File: config.mk
export PLATFORM = sky130hd
export DESIGN_NAME = bdcr_debug_regs
export DESIGN_NICKNAME = d
export VERILOG_FILES = /design/src/bdcr_pkg.sv /design/src/bdcr_match_if.sv /design/src/bdcr_bkpt_match.sv /design/src/bdcr_reset_pulse.sv /design/src/bdcr_debug_regs.sv
export SDC_FILE = /design/constraint.sdc
export NUM_CORES = 1
export LEC_CHECK = 0
export BUFFER_PORTS_ARGS = -buffer_cell sky130_fd_sc_hd__buf_2
export CAP_MARGIN = 20
export CORE_UTILIZATION = 30
export CTS_BUF_LIST = sky130_fd_sc_hd__clkbuf_16
export DETAILED_ROUTE_END_ITERATION = 8
export PLACE_DENSITY = 0.56
export SLEW_MARGIN = 25
export SYNTH_ARGS = -nofsm -noshare
export SYNTH_HDL_FRONTEND = slang
export SYNTH_SLANG_ARGS = --single-unit
export TNS_END_PERCENT = 50
File: constraint.sdc
create_clock -name clock -period 2.37 [get_ports clock]
set_clock_uncertainty 0.1 [all_clocks]
set_input_delay 0.474 -clock clock [delete_from_list [all_inputs] [get_ports clock]]
set_output_delay 0.474 -clock clock [all_outputs]
set_load 0.005 [all_outputs]
File: src/bdcr_pkg.sv
// Shared constants and types of the background debug control registers.
package bdcr_pkg;

  // ----------------------------------------------------------------
  // Widths and field positions
  // ----------------------------------------------------------------
  localparam int ADDR_W          = 16;
  localparam int REG_W           = 8;
  localparam int PERMIT_BIT      = 7;
  localparam int ACTIVE_BIT      = 6;
  localparam int BKPT_EN_BIT     = 5;
  localparam int FORCE_TAG_BIT   = 4;
  localparam int CLK_SEL_BIT     = 3;
  localparam int WAIT_STOP_BIT   = 2;
  localparam int WS_FAIL_BIT     = 1;
  localparam int SLOW_FAIL_BIT   = 0;
  localparam int FORCE_RESET_BIT = 0;

  // ----------------------------------------------------------------
  // Reset and fixed read values
  // ----------------------------------------------------------------
  localparam logic              CTRL_BIT_RST     = 1'h0;
  localparam logic [ADDR_W-1:0] BKPT_RST         = 16'h0000;
  localparam logic [REG_W-1:0]  FORCE_RESET_READ = 8'h00;
  localparam logic              SLOW_FAIL_VALUE  = 1'h0;

  // ----------------------------------------------------------------
  // Timing
  // ----------------------------------------------------------------
  localparam int CLOCK_MHZ          = 200;
  localparam int RESET_PULSE_NS     = 100;
  localparam int RESET_PULSE_CYCLES = (RESET_PULSE_NS * CLOCK_MHZ + 999) / 1000;

  // ----------------------------------------------------------------
  // Serial debug commands, already decoded from the link
  // ----------------------------------------------------------------
  typedef enum logic [2:0] {
    CMD_READ_STATUS       = 3'b000,
    CMD_WRITE_CONTROL     = 3'b001,
    CMD_BREAKPOINT_READ_CMD         = 3'b010,
    CMD_BREAKPOINT_WRITE_CMD        = 3'b011,
    CMD_FORCE_HALT        = 3'b100,
    CMD_RESUME            = 3'b101,
    CMD_WRITE_FORCE_RESET = 3'b110
  } bdcr_cmd_t;

  typedef enum logic [1:0] {
    MODE_RUN    = 2'b00,
    MODE_HALTED = 2'b01
  } bdcr_mode_t;

endpackage

File: src/bdcr_match_if.sv
// Carrier between the control registers and the breakpoint matcher.
`timescale 1ns/1ps
`default_nettype none
interface bdcr_match_if;
  logic [15:0] busAddr;
  logic        busValid;
  logic        opcodeFetch;
  logic        instrBoundary;
  logic [15:0] bkptAddr;
  logic        bkptEnable;
  logic        forceTag;
  logic        clearForce;
  logic        forcePending;
  logic        tagFetch;

  modport ctrl (
    output busAddr, busValid, opcodeFetch, instrBoundary, bkptAddr, bkptEnable,
    output forceTag, clearForce,
    input  forcePending, tagFetch
  );
  modport matcher (
    input  busAddr, busValid, opcodeFetch, instrBoundary, bkptAddr, bkptEnable,
    input  forceTag, clearForce,
    output forcePending, tagFetch
  );
endinterface
`default_nettype wire

File: src/bdcr_bkpt_match.sv
// Breakpoint address comparator with force and tag request generation.
`timescale 1ns/1ps
`default_nettype none
module bdcr_bkpt_match (
  input wire logic   clock,
  input wire logic   rst_n,
  bdcr_match_if.matcher mif
);
  import bdcr_pkg::*;

  logic forcePending_ff;
  logic tagFetch_ff;
  logic hit;

  // A disabled breakpoint ignores both the select bit and the address.
  assign hit = mif.bkptEnable && mif.busValid && (mif.busAddr == mif.bkptAddr);

  // ----------------------------------------------------------------
  // Force request, held until the next instruction boundary is used or the breakpoint is disabled
  // ----------------------------------------------------------------
  always_ff @(posedge clock or negedge rst_n) begin
    if (!rst_n) begin
      forcePending_ff <= 1'b0;
    end else if (hit && mif.forceTag) begin
      forcePending_ff <= 1'b1;
    end else if (mif.clearForce || !mif.bkptEnable) begin
      forcePending_ff <= 1'b0;
    end
  end

  // ----------------------------------------------------------------
  // Tag marks only the opcode fetched at the match address
  // ----------------------------------------------------------------
  always_ff @(posedge clock or negedge rst_n) begin
    if (!rst_n) begin
      tagFetch_ff <= 1'b0;
    end else begin
      tagFetch_ff <= hit && !mif.forceTag && mif.opcodeFetch;
    end
  end

  assign mif.forcePending = forcePending_ff;
  assign mif.tagFetch     = tagFetch_ff;
endmodule
`default_nettype wire

File: src/bdcr_reset_pulse.sv
// Stretches a force-reset request into a system reset pulse.
`timescale 1ns/1ps
`default_nettype none
module bdcr_reset_pulse #(
  parameter int CYCLES = bdcr_pkg::RESET_PULSE_CYCLES
) (
  input  wire logic clock,
  input  wire logic rst_n,
  input  wire logic start,
  output var  logic resetOut
);
  import bdcr_pkg::*;

  localparam int CNT_W = $clog2(CYCLES + 1);

  logic [CNT_W-1:0] count_ff;
  logic             resetOut_ff;

  always_ff @(posedge clock or negedge rst_n) begin
    if (!rst_n) begin
      count_ff    <= '0;
      resetOut_ff <= 1'b0;
    end else if (start) begin
      count_ff    <= CNT_W'(CYCLES);
      resetOut_ff <= 1'b1;
    end else if (count_ff > CNT_W'(1)) begin
      count_ff <= count_ff - CNT_W'(1);
    end else begin
      count_ff    <= '0;
      resetOut_ff <= 1'b0;
    end
  end

  assign resetOut = resetOut_ff;
endmodule
`default_nettype wire

File: src/bdcr_debug_regs.sv
// Status, control, breakpoint and force-reset registers of the serial debug controller.
//
// Operation
// - Status/control reached only by serial commands
// - Bit 7 permits background mode; reset clears
// - Bit 6 reads background active state
// - Breakpoint disabled: select and address ignored
// - Select 1: any match forces background at boundary
// - Select 0: match tags fetched opcode
// - Bit 3 picks communication clock, default alternate
// - Bit 2 shows wait/stop or halted from it
// - Forced halt leaves wait/stop into background
// - Bit 1 flags access failed by wait/stop
// - Bit 0 never reports slow access failure
// - Sixteen-bit breakpoint address, serial access only
// - Force-reset ignores user writes, reads zero
// - Writing one to bit 0 resets system
// - Permit locked while active; status bits read-only
`timescale 1ns/1ps
`default_nettype none
module bdcr_debug_regs #(
  parameter int RESET_CYCLES = bdcr_pkg::RESET_PULSE_CYCLES
) (
  input  wire logic                         clock,
  input  wire logic                         rst_n,
  input  wire logic                         cmdValid,
  input  wire bdcr_pkg::bdcr_cmd_t          cmdCode,
  input  wire logic [bdcr_pkg::ADDR_W-1:0]  cmdData,
  output var  logic                         rspValid,
  output var  logic [bdcr_pkg::ADDR_W-1:0]  rspData,
  input  wire logic [bdcr_pkg::ADDR_W-1:0]  cpuAddr,
  input  wire logic                         cpuAddrValid,
  input  wire logic                         cpuOpcodeFetch,
  input  wire logic                         cpuInstrBoundary,
  input  wire logic                         cpuTagAtQueueEnd,
  input  wire logic                         cpuWaitStop,
  input  wire logic                         memAccessFail,
  input  wire logic                         userForceResetWrite,
  input  wire logic [bdcr_pkg::REG_W-1:0]   userForceResetData,
  output var  logic                         haltedDebugMode,
  output var  logic                         tagFetch,
  output var  logic                         swiRequest,
  output var  logic                         commClockSelect,
  output var  logic                         systemReset
);
  import bdcr_pkg::*;

  // ----------------------------------------------------------------
  // State
  // ----------------------------------------------------------------
  bdcr_mode_t          mode_ff;
  bdcr_mode_t          nxt_mode;
  logic                backgroundPermit_ff;
  logic                breakpointEnable_ff;
  logic                forceTagSelect_ff;
  logic                commClockSelect_ff;
  logic                haltedFromWaitStop_ff;
  logic                waitStopFail_ff;
  logic [ADDR_W-1:0]   breakpointAddr_ff;
  logic                rspValid_ff;
  logic [ADDR_W-1:0]   rspData_ff;
  logic                swiRequest_ff;
  logic                tagFetch_ff;
  logic                forceResetStart;
  logic                breakEvent;
  logic                haltCmd;
  logic                resumeCmd;
  logic [REG_W-1:0]    statusByte;
  logic                ctrlWrite;
  logic                bkptWrite;
  logic                haltedDebugMode_ff;

  bdcr_match_if mif ();

  // ----------------------------------------------------------------
  // Command decode
  // ----------------------------------------------------------------
  // A command counts only in the cycle in which its strobe stands.
  function automatic logic isCmd(
    input logic      valid,
    input bdcr_cmd_t code,
    input bdcr_cmd_t want
  );
    return valid && (code == want);
  endfunction

  assign haltCmd   = isCmd(cmdValid, cmdCode, CMD_FORCE_HALT);
  assign resumeCmd = isCmd(cmdValid, cmdCode, CMD_RESUME);
  assign ctrlWrite = isCmd(cmdValid, cmdCode, CMD_WRITE_CONTROL);
  assign bkptWrite = isCmd(cmdValid, cmdCode, CMD_BREAKPOINT_WRITE_CMD);

  // A break is a force request at a boundary or a tagged opcode leaving the queue.
  assign breakEvent = (mif.forcePending && cpuInstrBoundary) || cpuTagAtQueueEnd;

  // ----------------------------------------------------------------
  // Breakpoint matcher
  // ----------------------------------------------------------------
  assign mif.busAddr       = cpuAddr;
  assign mif.busValid      = cpuAddrValid;
  assign mif.opcodeFetch   = cpuOpcodeFetch;
  assign mif.instrBoundary = cpuInstrBoundary;
  assign mif.bkptAddr      = breakpointAddr_ff;
  assign mif.bkptEnable    = breakpointEnable_ff;
  assign mif.forceTag      = forceTagSelect_ff;
  assign mif.clearForce    = cpuInstrBoundary;

  bdcr_bkpt_match u_match (
    .clock (clock),
    .rst_n (rst_n),
    .mif   (mif.matcher)
  );

  // ----------------------------------------------------------------
  // Background mode sequencing
  // ----------------------------------------------------------------
  // Without the permit bit a forced halt is answered but has no effect.
  always_comb begin
    nxt_mode = mode_ff;
    unique case (mode_ff)
      MODE_RUN: begin
        if (backgroundPermit_ff && (haltCmd || breakEvent)) begin
          nxt_mode = MODE_HALTED;
        end
      end
      MODE_HALTED: begin
        if (resumeCmd) begin
          nxt_mode = MODE_RUN;
        end
      end
      default: begin
        nxt_mode = MODE_RUN;
      end
    endcase
  end

  always_ff @(posedge clock or negedge rst_n) begin
    if (!rst_n) begin
      mode_ff <= MODE_RUN;
    end else begin
      mode_ff <= nxt_mode;
    end
  end

  // The mode output gets its own flop so the pin carries no decode logic.
  always_ff @(posedge clock or negedge rst_n) begin
    if (!rst_n) begin
      haltedDebugMode_ff <= 1'b0;
    end else begin
      haltedDebugMode_ff <= (nxt_mode == MODE_HALTED);
    end
  end

  // Without permission a break runs the software interrupt instead.
  always_ff @(posedge clock or negedge rst_n) begin
    if (!rst_n) begin
      swiRequest_ff <= 1'b0;
    end else begin
      swiRequest_ff <= (mode_ff == MODE_RUN) && !backgroundPermit_ff && breakEvent;
    end
  end

  // Remembers that the halt was forced out of wait or stop.
  always_ff @(posedge clock or negedge rst_n) begin
    if (!rst_n) begin
      haltedFromWaitStop_ff <= 1'b0;
    end else if (mode_ff == MODE_RUN && nxt_mode == MODE_HALTED) begin
      haltedFromWaitStop_ff <= haltCmd && cpuWaitStop;
    end else if (nxt_mode == MODE_RUN) begin
      haltedFromWaitStop_ff <= 1'b0;
    end
  end

  // Failure flag: a new failure wins over the clearing resume.
  always_ff @(posedge clock or negedge rst_n) begin
    if (!rst_n) begin
      waitStopFail_ff <= 1'b0;
    end else if (memAccessFail) begin
      waitStopFail_ff <= 1'b1;
    end else if (resumeCmd) begin
      waitStopFail_ff <= 1'b0;
    end
  end

  // ----------------------------------------------------------------
  // Control bits and breakpoint address, written only by the control-write and breakpoint-write commands
  // ----------------------------------------------------------------
  // The permit bit is frozen while halted, so it never forbids the mode already active.
  always_ff @(posedge clock or negedge rst_n) begin
    if (!rst_n) begin
      backgroundPermit_ff <= CTRL_BIT_RST;
    end else if (ctrlWrite && mode_ff != MODE_HALTED) begin
      backgroundPermit_ff <= cmdData[PERMIT_BIT];
    end
  end

  always_ff @(posedge clock or negedge rst_n) begin
    if (!rst_n) begin
      breakpointEnable_ff <= CTRL_BIT_RST;
    end else if (ctrlWrite) begin
      breakpointEnable_ff <= cmdData[BKPT_EN_BIT];
    end
  end

  always_ff @(posedge clock or negedge rst_n) begin
    if (!rst_n) begin
      forceTagSelect_ff <= CTRL_BIT_RST;
    end else if (ctrlWrite) begin
      forceTagSelect_ff <= cmdData[FORCE_TAG_BIT];
    end
  end

  // The clock select may change at any time, halted or not.
  always_ff @(posedge clock or negedge rst_n) begin
    if (!rst_n) begin
      commClockSelect_ff <= CTRL_BIT_RST;
    end else if (ctrlWrite) begin
      commClockSelect_ff <= cmdData[CLK_SEL_BIT];
    end
  end

  always_ff @(posedge clock or negedge rst_n) begin
    if (!rst_n) begin
      breakpointAddr_ff <= BKPT_RST;
    end else if (bkptWrite) begin
      breakpointAddr_ff <= cmdData;
    end
  end

  // ----------------------------------------------------------------
  // Status read-back
  // ----------------------------------------------------------------
  always_comb begin
    statusByte                = '0;
    statusByte[PERMIT_BIT]    = backgroundPermit_ff;
    statusByte[ACTIVE_BIT]    = (mode_ff == MODE_HALTED);
    statusByte[BKPT_EN_BIT]   = breakpointEnable_ff;
    statusByte[FORCE_TAG_BIT] = forceTagSelect_ff;
    statusByte[CLK_SEL_BIT]   = commClockSelect_ff;
    statusByte[WAIT_STOP_BIT] = cpuWaitStop || haltedFromWaitStop_ff;
    statusByte[WS_FAIL_BIT]   = waitStopFail_ff;
    statusByte[SLOW_FAIL_BIT] = SLOW_FAIL_VALUE;
  end

  // Every command is answered one cycle after it is taken.
  always_ff @(posedge clock or negedge rst_n) begin
    if (!rst_n) begin
      rspValid_ff <= 1'b0;
      rspData_ff  <= '0;
    end else begin
      rspValid_ff <= cmdValid;
      if (cmdValid) begin
        unique case (cmdCode)
          CMD_READ_STATUS:       rspData_ff <= {8'h00, statusByte};
          CMD_BREAKPOINT_READ_CMD:         rspData_ff <= breakpointAddr_ff;
          CMD_WRITE_FORCE_RESET: rspData_ff <= {8'h00, FORCE_RESET_READ};
          default:               rspData_ff <= '0;
        endcase
      end
    end
  end

  // ----------------------------------------------------------------
  // Force reset: only the serial byte write reaches it
  // ----------------------------------------------------------------
  assign forceResetStart = isCmd(cmdValid, cmdCode, CMD_WRITE_FORCE_RESET)
                           && cmdData[FORCE_RESET_BIT];

  bdcr_reset_pulse #(
    .CYCLES (RESET_CYCLES)
  ) u_reset (
    .clock    (clock),
    .rst_n    (rst_n),
    .start    (forceResetStart),
    .resetOut (systemReset)
  );

  // User-side writes to the force-reset register have no effect.
  logic userWriteSeen;
  assign userWriteSeen = userForceResetWrite && |userForceResetData;

  always_ff @(posedge clock or negedge rst_n) begin
    if (!rst_n) begin
      tagFetch_ff <= 1'b0;
    end else begin
      tagFetch_ff <= mif.tagFetch && !userWriteSeen ? 1'b1 : mif.tagFetch;
    end
  end

  assign rspValid        = rspValid_ff;
  assign rspData         = rspData_ff;
  assign haltedDebugMode = haltedDebugMode_ff;
  assign tagFetch        = tagFetch_ff;
  assign swiRequest      = swiRequest_ff;
  assign commClockSelect = commClockSelect_ff;
endmodule
`default_nettype wire

---- Yosys cells after proc, flatten, opt, wreduce, memory -nomap -nowiden ----
Index checks and enable logic that the tools add are counted.
W data, S select, Z words.
operators by class
  magnitude comparators ................... 1
  mux-type cells .......................... 15
  eq/ne operators ......................... 11
  reduce and logical (&&, ||, !) cells .... 35
  $add $sub $neg .......................... 1
operators with widths
  operator               count
  $pmux W16 S2           1
  $logic_and A1 B1 Y1    20
  $eq A16 B16 Y1         1
  $mux W5                2
  $eq A3 B3 Y1 const B   3
  $mux W1                9
  $reduce_or A8 Y1       1
  $eq A3 B2 Y1 const B   2
  $reduce_bool A2 Y1     3
  $gt A5 B1 Y1 const B   1
  $sub A5 B1 Y5 const B  1
  $eq A2 B1 Y1 const B   2
  $logic_not A1 Y1       4
  $logic_not A2 Y1       2
  $logic_or A1 B1 Y1     4
  $mux W2                2
  $pmux W2 S2            1
  $eq A3 B1 Y1 const B   1
  $logic_not A3 Y1       1
  $ne A2 B1 Y1 const B   1
  $ne A2 B2 Y1 const B   1
storage, ports and cells
  input port bits ......................... 53
  flip-flop bits (word level) ............. 52
  output and inout port bits .............. 22
  logic and storage cells ................. 80

---- Longest topological paths before layout ----
Gate-level depths: netlist of run 1.
  depth after elaboration ................. 9
  depth in mapped cells ................... 5
  mapped depth without buffers ............ 5

---- Hierarchy ----
A second synthesis of run 1 with hierarchy kept.
second synthesis, totals
  cells, all modules ...................... 198
  area total of the unflattened synthesis .. 2,427.3 sq um
modules (own cells, without submodules)
  module            cells each  area an instance (sq um)  sequential area each (sq um)  instances
  bdcr_debug_regs   142         1,865.5                   1,101.1                       1
  bdcr_reset_pulse  26          286.5                     150.1                         1
  bdcr_bkpt_match   30          275.3                     50.0                          1

---- Worst setup path before layout of run 1 ----
No wires, ideal clock.
  kind .................................... input to register
  start point ............................. in cpuAddr[8] in the netlist's numbering
  end point ............................... reg u_match.forcePending_ff, in the netlist u_match.mif.forcePending
  library setup time ...................... 0.092 ns
  path buffers ............................ 0
  arrival time ............................ 1.412 ns
  slack ................................... 0.766 ns
  required time ........................... 2.178 ns
  cell stages on the path ................. 4
  cell sequence ........................... xnor2_1 -> nand3_1 -> or4_4 -> o31ai_2
on the way
  cells in the longest elaborated chain, start to end .. 4
  elaborated cells between the ends (all ways) .. 5
  classes of those cells .................. eq/ne: 1; mux: 1; reduce/logical: 3
ends and longest elaborated chain
  element                                        line                   RTL
  start, declared                                bdcr_debug_regs.sv:31  input wire logic [bdcr_pkg::ADDR_W-1:0] cpuAddr,
  $eq A16 B16 Y1 *                               bdcr_bkpt_match.sv:16  assign hit = mif.bkptEnable && mif.busValid && (mif.busAddr == mif.bkptAddr);
  $logic_and A1 B1 Y1 *                          bdcr_bkpt_match.sv:16
  $logic_and A1 B1 Y1 *                          bdcr_bkpt_match.sv:24  end else if (hit && mif.forceTag) begin
  $mux W1 or $reduce_bool A2 Y1 (tied branches)  -
  end signal, assigned                           bdcr_bkpt_match.sv:23  forcePending_ff <= 1'b0;
  end signal, assigned                           bdcr_bkpt_match.sv:25  forcePending_ff <= 1'b1;
  end signal, assigned                           bdcr_bkpt_match.sv:27  forcePending_ff <= 1'b0;
  end, declared                                  bdcr_bkpt_match.sv:11  logic forcePending_ff;
Every way passes the cells marked *; elsewhere a longest branch is shown, timed or not.
A chain may end at the register's enable or synchronous reset.

---- Final worst setup path of run 1 ----
  start point ............................. reg breakpointAddr_ff[3]
  end point ............................... reg u_match.forcePending_ff, in the netlist u_match.mif.forcePending
on the way
  cells in the longest elaborated chain, start to end .. 4
  elaborated cells between the ends (all ways) .. 5
  classes of those cells .................. eq/ne: 1; mux: 1; reduce/logical: 3
ends and longest elaborated chain
  element                                        line                    RTL
  start, declared                                bdcr_debug_regs.sv:59   logic [ADDR_W-1:0] breakpointAddr_ff;
  start signal, assigned                         bdcr_debug_regs.sv:225  breakpointAddr_ff <= cmdData;
  $eq A16 B16 Y1 *                               bdcr_bkpt_match.sv:16
  $logic_and A1 B1 Y1 *                          bdcr_bkpt_match.sv:16
  $logic_and A1 B1 Y1 *                          bdcr_bkpt_match.sv:24
  $mux W1 or $reduce_bool A2 Y1 (tied branches)  -
Marked as above.

==> results.tsv, run 1 <==
stage	metric	value	unit
synthesis	synthesized net count	259	
final_layout	# fillers	727	
cts	clk buf depth	2	
floorplanning	core area	7330	sq um
detailed_routing	vias	1674	
final_layout	fraction of layout cells with a size suffix above 1	35.5	%
detailed_routing	WL/cell	13.9	um
timing	fin crit period	1.72	ns
placement	hpwl dp	3710	um
global_routing	GR Util All Layers	13.6	%
timing	final setup TNS	0	ns
cts	CTS resizes	0	
timing	Final Hold Fails	0	
setup_path	CP Data Required Time	2.46	ns
pwr	Comb pwr share	20.6	%
placement	gpl congestion	0.737	
synthesis	Post-synth top flop	dfrtp_1	
status	status	finished, final reports clean	
placement	number of I/O port buffers	65	
pwr	sw frac	28.2	%
cts	TritonCTS clock tree	yes	
final_layout	Register Area	1300	sq um
setup_path	Crit Path Class	reg -> reg	
synthesis	most numerous cell in the Yosys netlist	dfrtp_1	
floorplanning	Die Area	8050	sq um
detailed_routing	via-per-instance ratio	4.50	
global_routing	largest net degree at the start of global routing	53	
detailed_routing	DR iter-0 viols	59	
pwr	total power	2.34	mW
pwr	Psw	662	uW
floorplanning	# rows	31	
timing	# setup viols final	0	
pwr	clock share of power	29.0	%
timing	hold slack	0.209	ns
pwr	sequential power share	50.4	%
setup_path	Setup crit start kind	flip-flop	
synthesis	post-synth top area share	56.3	%
final_layout	final-stage net count	328	
timing	max-slew violations	0	
timing	final worst-path cycle share	72.6	%
floorplanning	initial core utilization	31.5	%
synthesis	ys async rst share	100	%
global_routing	grt ovf	0	
final_layout	post-route insts no fill	372	
pwr	worst-case vdd ir drop	0.306	mV
floorplanning	die width	89.7	um
global_routing	met2 usage	20.3	%
synthesis	#FFs+latches synth	52	
setup_path	CP startpoint	breakpointAddr_ff[3]	
global_routing	first-pass GRT wire length	8520	um
cts	Clock Latency Late Sink	0.29	ns
pwr	Int Pwr	1.68	mW
synthesis	Post-Syn Area	2310	sq um
floorplanning	Die Ht	89.7	um
floorplanning	io pins	75	
synthesis	Mapped Cells	204	
global_routing	initial antenna violation count	0	
synthesis	top cell types by occurrence after synthesis	52 x dfrtp_1, 22 x inv_1, 19 x mux2_2	
synthesis	main area contributors after synthesis	dfrtp_1 56%, mux2_2 9.3%, xnor2_1 6.8%	
pwr	Power per Cell Area	811	nW/um^2
timing	Fmax	581	MHz
cts	CTS root buf	clkbuf_16	
cts	CTS Hold Buffers Added	0	
setup_path	worst r2r src	breakpointAddr_ff[3]	
synthesis	Synth Area per Inst	11.3	sq um
synthesis	cell taking the most area after synthesis	dfrtp_1	
detailed_routing	Antenna Nets Post-Route	0	
global_routing	Global Route met1 Usage	18.8	%
final_layout	ANT cells	0	
final_layout	area grow syn2layout	25.1	%
global_routing	most crowded layer after global routing	met2	
synthesis	number of unique standard cell types used by synthesis	35	
setup_path	peak fanout along the critical path	3	
cts	Num CTS Buffers	5	
placement	placed insts	365	
pwr	static leakage	1.36	nW
timing	Slew @ Worst Pin	0.659	ns
global_routing	met3 Usage GRT	4.31	%
worst_hold_path	Hold Crit Class	in -> async	
final_layout	Multi-input gate area	901	sq um
final_layout	Final Core Density	39.4	%
synthesis	EDFF count, synth	0	
flow_run	max-cap viol count	0	
detailed_routing	wirelength, routed	5170	um
cts	# clock sinks	52	
global_routing	vias in the first global route	1676	
detailed_routing	drc violations	0	
setup_path	CP Capture Type	flip-flop	
cts	clock-pin slew on the worst setup and hold paths	0.07	ns
setup_path	crit path DAT	1.82	ns
detailed_routing	TritonRoute pass-1 iters	4	
timing	unrepaired setup endpoints after global routing	no	
synthesis	synth warn	0	
synthesis	Seq/Total Area, Yosys	56.3	%
timing	Relative slew margins	56.1	%
cts	post-CTS setup buffer count	0	
cts	H-tree depth	2	
[metal layers]
metal,wire length [um],part of all wire (%),up-vias
met5,0,0,-
met4,44,0.85,0
met3,325,6.3,4
met2,2310,45,49
met1,2490,48,794
li1,-,-,827
[cell families after synthesis]
kind of cell,count (synthesis),synth area share [%]
xor gates and xnor gates,18,6.83
other,1,0.162
DFF,52,56.3
muxes,24,11.4
adders and majority gates,2,1.08
and+or+nand+nor,50,12.1
AOI/OAI and AO/OA,29,7.42
buffers and inverters,28,4.66
[path summary, 6_finish.rpt]
kind,end,slack (ns),depth (start not counted)
worst max-delay path,u_match.mif.forcePending,0.65,4
min in group clock,tagFetch,0.25,0
worst max register to register,u_match.mif.forcePending,0.65,4
worst min-delay path,rspData[11],0.21,2
max in group asynchronous,rspData[3],1.52,2
worst min register to register,tagFetch,0.25,0
[per-stage QoR]
stage / setup slack (ns) / area (sq um)
after floorplan: 0.766 / 2310
after global placement: 0.503 / 2760
after detailed placement: 0.481 / 2760
after CTS: 0.624 / 2890
after global routing: 0.558 / 2890
final: 0.649 / 2890
[power by group through the flow]
stage               Clock (mW)  Sequential [mW]  Combinational [mW]
floorplan                    0             1.17               0.333
global placement             0             1.20               0.481
detailed placement           0             1.20               0.492
CTS                      0.705             1.18               0.495
global route             0.740             1.21               0.556
finish                   0.680             1.18               0.483
[registers in the layout, summed over array words and instances, names as in the netlist]
register / cells
backgroundPermit_ff: 1
u_match.mif.forcePending: 1
u_reset.resetOut: 1
commClockSelect: 1
waitStopFail_ff: 1
tagFetch: 1
u_match.mif.tagFetch: 1
mode_ff: 2
rspData: 16
forceTagSelect_ff: 1
haltedFromWaitStop_ff: 1
breakpointEnable_ff: 1
swiRequest: 1
haltedDebugMode: 1
breakpointAddr_ff: 16
rspValid: 1
u_reset.count_ff: 5
[cells in the final DEF (no fill, tap or decap), drive strengths merged]
| cell type | instances |
|---|---|
| a21o | 2 |
| a21oi | 3 |
| and2 | 1 |
| and3 | 1 |
| and4bb | 2 |
| buf | 68 |
| clkbuf | 5 |
| clkinv | 2 |
| conb | 1 |
| dfrtp | 52 |
| ha | 2 |
| inv | 22 |
| mux2 | 19 |
| mux2i | 5 |
| nand2 | 18 |
| nand2b | 1 |
| nand3 | 4 |
| nand3b | 1 |
| nand4 | 4 |
| nand4b | 2 |
| nor2 | 9 |
| nor2b | 1 |
| nor3 | 1 |
| nor4 | 2 |
| nor4b | 1 |
| o211ai | 1 |
| o21ai | 15 |
| o22ai | 6 |
| o31ai | 1 |
| o41ai | 1 |
| or4 | 2 |
| xnor2 | 18 |
[critical path, stage by stage (launching register included)]
cell,delay (ns)
dfrtp_1,0.45
xnor2_1,0.19
nand3_1,0.10
or4_4,0.57
o31ai_2,0.23
[area by class of cell]
class / instances / share of cell area (%)
sequential: 52 / 45.0
tap: 99 / 4.29
clock inverter: 2 / 0.260
multi-input combinational: 124 / 31.2
inverter: 22 / 2.86
timing repair buffer: 68 / 12.0
clock buffer: 5 / 4.33
Note: power is estimated with default switching activity, not from simulation.
==> run 2: changes to the inputs <==
==> constraint.sdc (replaced) <==
create_clock -name clock -period 1.7 [get_ports clock]
set_clock_uncertainty 0.1 [all_clocks]
set_input_delay 0.34 -clock clock [delete_from_list [all_inputs] [get_ports clock]]
set_output_delay 0.34 -clock clock [all_outputs]
set_load 0.005 [all_outputs]
==> run 2 against run 1 <==
Against the previous run:
- global-route usage up 0.32 points
- via count up 0.96%
- register-to-register slack worse by 0.60 ns
- final area up 4.6%
- wire length up 2.2%
- critical path depth unchanged
- first-iteration DRC count down 49%
- clock power up 66%
- combinational power up 52%
- sequential share of layout area down 2.0 points
- largest cell class unchanged
- largest power group unchanged
==> results.tsv, run 2 (same netlist as run 1, synthesis figures left out) <==
stage	metric	value	unit	change
setup_path	CP Data Required Time	1.80	ns	-0.66 ns
global_routing	initial antenna violation count	0		unchanged
cts	CTS root buf	clkbuf_16		
pwr	sw frac	27.6	%	-0.66 points
setup_path	CP startpoint	breakpointAddr_ff[12]		
floorplanning	# rows	31		unchanged
final_layout	area grow syn2layout	30.9	%	
global_routing	vias in the first global route	1756		+4.8%
detailed_routing	Antenna Nets Post-Route	0		unchanged
timing	final setup TNS	0	ns	unchanged
floorplanning	Die Area	8050	sq um	unchanged
placement	Place WS	0.00145	ns	-0.480 ns
flow_run	max-cap viol count	0		unchanged
floorplanning	initial core utilization	31.5	%	unchanged
pwr	Comb pwr share	20.9	%	+0.3 points
setup_path	R2R Setup Slk	0.05	ns	-0.60 ns
placement	number of I/O port buffers	65		unchanged
setup_path	crit path DAT	1.76	ns	-0.06 ns
setup_path	worst reg2reg path endpoint	u_match.mif.forcePending		
timing	max-slew violations	0		unchanged
floorplanning	die width	89.7	um	unchanged
cts	H-tree depth	2		unchanged
cts	clock-pin slew on the worst setup and hold paths	0.07	ns	about the same
timing	Fmax	606	MHz	+4.2%
setup_path	Crit Path Class	reg -> reg		
detailed_routing	wirelength, routed	5280	um	+2.2%
setup_path	path depth of the worst reg2reg path	4		unchanged
final_layout	commonest non-fill, non-tap cell in the layout	buf_2		
worst_hold_path	hold path cells	2		
detailed_routing	WL/cell	13.8	um	-0.69%
pwr	sequential power share	47.0	%	-3.4 points
setup_path	Critical Path End	u_match.mif.forcePending		
pwr	static leakage	1.44	nW	+5.6%
final_layout	final-stage net count	338		+3.0%
detailed_routing	via-per-instance ratio	4.41		-1.9%
setup_path	worst r2r src	breakpointAddr_ff[12]		
pwr	total power	3.51	mW	+50%
cts	Clock Latency Late Sink	0.29	ns	about the same
global_routing	largest net degree at the start of global routing	33		-38%
floorplanning	core area	7330	sq um	unchanged
global_routing	grt ovf	0		unchanged
global_routing	GR Util All Layers	13.9	%	+0.32 points
pwr	clock share of power	32.2	%	+3.2 points
pwr	Psw	967	uW	+46%
cts	clk buf depth	2		unchanged
pwr	Int Pwr	2.54	mW	+51%
final_layout	commonest cells after routing, fill and taps aside	65 x buf_2, 52 x dfrtp_1, 23 x inv_1		
final_layout	ANT cells	0		unchanged
status	status	finished, final reports clean		
timing	Final Hold Fails	0		unchanged
pwr	worst-case vdd ir drop	0.546	mV	+79%
detailed_routing	drc violations	0		unchanged
placement	gpl congestion	0.749		+1.7%
cts	TritonCTS clock tree	yes		
detailed_routing	DR iter-0 viols	30		-49%
cts	# clock sinks	52		unchanged
setup_path	CP Capture Type	flip-flop		
timing	final worst-path cycle share	97.1	%	+24 points
cts	Num CTS Buffers	5		unchanged
detailed_routing	TritonRoute pass-1 iters	4		unchanged
setup_path	peak fanout along the critical path	2		-1
timing	# setup viols final	0		unchanged
worst_hold_path	Hold Crit Class	in -> reg		
detailed_routing	vias	1690		+0.96%
floorplanning	Die Ht	89.7	um	unchanged
cts	post-CTS setup buffer count	0		unchanged
final_layout	fraction of layout cells with a size suffix above 1	38.4	%	+2.8 points
timing	Setup WS post-layout	0.0494	ns	-0.600 ns
pwr	Power per Cell Area	1160	nW/um^2	+43%
timing	unrepaired setup endpoints after global routing	yes		
timing	hold slack	0.131	ns	-0.0784 ns
setup_path	Setup crit start kind	flip-flop		
floorplanning	io pins	75		unchanged
global_routing	first-pass GRT wire length	8650	um	+1.5%
final_layout	Final Core Density	41.2	%	+1.8 points
placement	hpwl dp	3910	um	+5.5%
timing	fin crit period	1.65	ns	-0.0700 ns
[run 2: routing by layer]
metal | vias up | part of all wire, % | global-route usage, %
li1 | 841 | - | -
met5 | - | 0 | 0
met2 | 42 | 45 | 21.7
met1 | 799 | 48 | 18.8
met3 | 8 | 5.1 | 3.72
met4 | 0 | 1.3 | 4.10
[run 2: per-stage QoR]
stage	area [sq um]	std cells
after global routing	3020	383
after CTS	3000	383
after global placement	2820	374
after detailed placement	2820	374
after floorplan	2310	204
final	3020	383
[run 2: area by class of cell]
cell class                      instances  area [sq um]
Timing Repair Buffer                   78           425
Clock inverter                          3          38.8
Clock buffer                            5           125
Sequential cell                        52          1300
Fill cell                             758          4310
Inverter                               22          82.6
Tap cell                               99           124
Multi-Input combinational cell        124           926
[run 2: power groups by stage]
stage / combinational [mW] / clock, mW / sequential [mW]
final: 0.732 / 1.13 / 1.65
after global routing: 0.833 / 1.21 / 1.68
after CTS: 0.734 / 1.16 / 1.64
after detailed placement: 0.730 / 0 / 1.66
after global placement: 0.714 / 0 / 1.66
after floorplan: 0.464 / 0 / 1.63
[run 2: how the worst min path moves through the flow]
stage | start | to | slack [ns]
after floorplan | rst_n | backgroundPermit_ff | -0.06
after global placement | u_match.mif.tagFetch | tagFetch | 0.23
after detailed placement | rst_n | rspData[13] | 0.24
after CTS | memAccessFail | waitStopFail_ff | 0.13
after global routing | memAccessFail | waitStopFail_ff | 0.16
final | memAccessFail | waitStopFail_ff | 0.13
[run 2: what timing repair did]
item,in CTS,in global routing
pin swaps,3,5
gates resized for setup,0,3
endpoints found under the hold margin,23,0
setup endpoints to repair,2,3
hold buffers,1,0
[run 2: worst max-delay path: stages (launching register included)]
cell,delay [ns]
dfrtp_1,0.39
xnor2_1,0.16
nand4_1,0.14
or4_4,0.60
o31ai_4,0.18
==> run 3: changes to the inputs <==
--- a/config.mk
+++ b/config.mk
@@ -5,7 +5,7 @@
 export SDC_FILE = /design/constraint.sdc
 export NUM_CORES = 1
 export LEC_CHECK = 0
-export BUFFER_PORTS_ARGS = -buffer_cell sky130_fd_sc_hd__buf_2
+export BUFFER_PORTS_ARGS = -buffer_cell sky130_fd_sc_hd__clkbuf_2
 export CAP_MARGIN = 20
 export CORE_UTILIZATION = 30
 export CTS_BUF_LIST = sky130_fd_sc_hd__clkbuf_16
==> run 3 against run 2 <==
Against the previous run:
- combinational power grew 4.1%
- final area grew 1.9%
- wire length shrank 3.0%
- count of clock-buffer cells in the layout is the same
- cell count grew 0.52%
- first-iteration DRC count grew 67%
- die area is the same
- maximum frequency grew 0.74%
==> results.tsv, run 3 (same netlist as run 1, synthesis figures left out) <==
stage	metric	value	unit	change
setup_path	CP Data Required Time	1.80	ns	about the same
pwr	Psw	960	uW	-0.80%
cts	Clock Latency Late Sink	0.29	ns	about the same
floorplanning	core area	7330	sq um	unchanged
status	status	finished, final reports clean		
cts	TritonCTS clock tree	yes		
setup_path	CP Capture Type	flip-flop		
pwr	sequential power share	46.5	%	-0.5 points
setup_path	Setup crit start kind	flip-flop		
pwr	total power	3.54	mW	+0.85%
timing	fin crit period	1.64	ns	-0.0121 ns
detailed_routing	via-per-instance ratio	4.43		+0.36%
detailed_routing	WL/cell	13.3	um	-3.5%
timing	unrepaired setup endpoints after global routing	yes		
timing	final setup TNS	0	ns	unchanged
floorplanning	initial core utilization	31.5	%	unchanged
floorplanning	io pins	75		unchanged
setup_path	worst-path cell chain	xnor2_2, nand3_1, or4_4, o31ai_2		
global_routing	vias in the first global route	1755		-0.057%
pwr	clock share of power	32.0	%	-0.2 points
final_layout	final-stage net count	340		+0.59%
final_layout	area grow syn2layout	33.4	%	
pwr	Comb pwr share	21.5	%	+0.6 points
detailed_routing	vias	1705		+0.89%
floorplanning	Die Area	8050	sq um	unchanged
global_routing	initial antenna violation count	0		unchanged
placement	Place WS	-0.00781	ns	-0.00926 ns
placement	hpwl dp	3910	um	-0.14%
setup_path	Crit Path Class	reg -> reg		
placement	number of I/O port buffers	65		unchanged
cts	Num CTS Buffers	5		unchanged
final_layout	# fillers	748		-1.3%
placement	placed insts	375		+0.27%
timing	# setup viols final	0		unchanged
final_layout	post-route insts no fill	385		+0.52%
setup_path	crit path DAT	1.74	ns	-0.02 ns
global_routing	largest net degree at the start of global routing	53		+61%
global_routing	GR Util All Layers	13.7	%	-0.14 points
cts	clk buf depth	2		unchanged
timing	Relative slew margins	61.8	%	
detailed_routing	wirelength, routed	5130	um	-3.0%
timing	final worst-path cycle share	96.4	%	-0.71 points
detailed_routing	DR iter-0 viols	50		+67%
floorplanning	Die Ht	89.7	um	unchanged
pwr	Power per Cell Area	1150	nW/um^2	-1.0%
setup_path	Bufs and invs on worst path	0		unchanged
timing	Setup WS post-layout	0.0614	ns	+0.0121 ns
final_layout	fraction of layout cells with a size suffix above 1	40.2	%	+1.8 points
floorplanning	die width	89.7	um	unchanged
cts	clock-pin slew on the worst setup and hold paths	0.07	ns	about the same
detailed_routing	TritonRoute pass-1 iters	4		unchanged
pwr	static leakage	1.47	nW	+1.8%
placement	gpl congestion	0.765		+2.1%
detailed_routing	Antenna Nets Post-Route	0		unchanged
final_layout	commonest cells after routing, fill and taps aside	65 x clkbuf_2, 52 x dfrtp_1, 22 x inv_1		
setup_path	CP delay by family, top	simple AND/OR/NAND/NOR gates		
timing	Slew @ Worst Pin	0.565	ns	
timing	Fmax	610	MHz	+0.74%
global_routing	grt ovf	0		unchanged
pwr	sw frac	27.1	%	-0.45 points
setup_path	delay of the slowest critical-path stage	0.58	ns	-0.02 ns
flow_run	max-cap viol count	0		unchanged
detailed_routing	drc violations	0		unchanged
floorplanning	# rows	31		unchanged
timing	Final Hold Fails	0		unchanged
global_routing	first-pass GRT wire length	8660	um	+0.16%
cts	H-tree depth	2		unchanged
worst_hold_path	Hold Crit Class	in -> reg		
pwr	worst-case vdd ir drop	0.403	mV	-26%
timing	hold slack	0.136	ns	+0.00541 ns
final_layout	commonest non-fill, non-tap cell in the layout	clkbuf_2		
pwr	Int Pwr	2.58	mW	+1.5%
final_layout	ANT cells	0		unchanged
setup_path	highest-delay cell along the critical path	or4_4		
cts	CTS root buf	clkbuf_16		
timing	max-slew violations	0		unchanged
cts	# clock sinks	52		unchanged
setup_path	peak fanout along the critical path	3		+1
[run 3: changes by cell type in the layout (fill, tap and decap cells not counted), sizes merged]
cell	previous run	this run
clkinvlp	0	1
buf	77	14
inv	23	22
clkbuf	5	70
[run 3: final cells by class]
class | count | area [sq um] | area share [%]
Sequential cell | 52 | 1300 | 42.2
Multi-Input combinational cell | 124 | 940 | 30.5
Timing Repair Buffer | 80 | 465 | 15.1
Clock buffer | 5 | 125 | 4.06
Tap cell | 99 | 124 | 4.02
Inverter | 22 | 82.6 | 2.68
Clock inverter | 3 | 42.5 | 1.38
[run 3: repair_timing]
item / CTS / global route
setup buffers: 0 / 1
endpoints found under the setup margin: 1 / 2
hold endpoints to repair: 52 / 0
hold buffers: 1 / 0
gates resized for setup: 0 / 5
pin swaps: 1 / 6
[run 3: worst register-to-register path, cell delays in order, from the launching register on]
cell	delay, ns
dfrtp_1	0.42
xnor2_2	0.15
nand3_1	0.09
or4_4	0.58
o31ai_2	0.22
[run 3: path summary, 6_finish.rpt]
| kind | from | endpoint | slack [ns] | cells after the start |
|---|---|---|---|---|
| worst max-delay path | breakpointAddr_ff[0] | u_match.mif.forcePending | 0.06 | 4 |
| worst min-delay path | memAccessFail | waitStopFail_ff | 0.14 | 2 |
| worst max register to register | breakpointAddr_ff[0] | u_match.mif.forcePending | 0.06 | 4 |
| worst min register to register | u_match.mif.tagFetch | tagFetch | 0.26 | 0 |
| max in group asynchronous | rst_n | rspValid | 0.76 | 3 |
| min in group asynchronous | rst_n | rspData[13] | 0.50 | 3 |
[run 3: routing by layer]
metal  global-route usage, %  vias up  wire (um)
li1                        -      847          -
met1                    18.8      808       2410
met2                    21.1       44       2360
met3                    4.40        6        306
met4                    3.28        0         50
met5                       0        -          0
[run 3: power by group through the flow]
stage          clock (mW)  sequential, mW  combinational, mW
2_1_floorplan           0            1.63              0.464
3_3_place_gp            0            1.66              0.734
3_5_place_dp            0            1.67              0.747
4_1_cts              1.18            1.64              0.752
5_1_grt              1.21            1.68              0.875
6_report             1.13            1.65              0.762
[run 3: through the flow]
stage               util [%]  cell area [sq um]
floorplan                  -               2310
global placement        39.0               2860
detailed placement      39.0               2860
CTS                     41.4               3030
global route            42.0               3080
finish                  42.0               3080
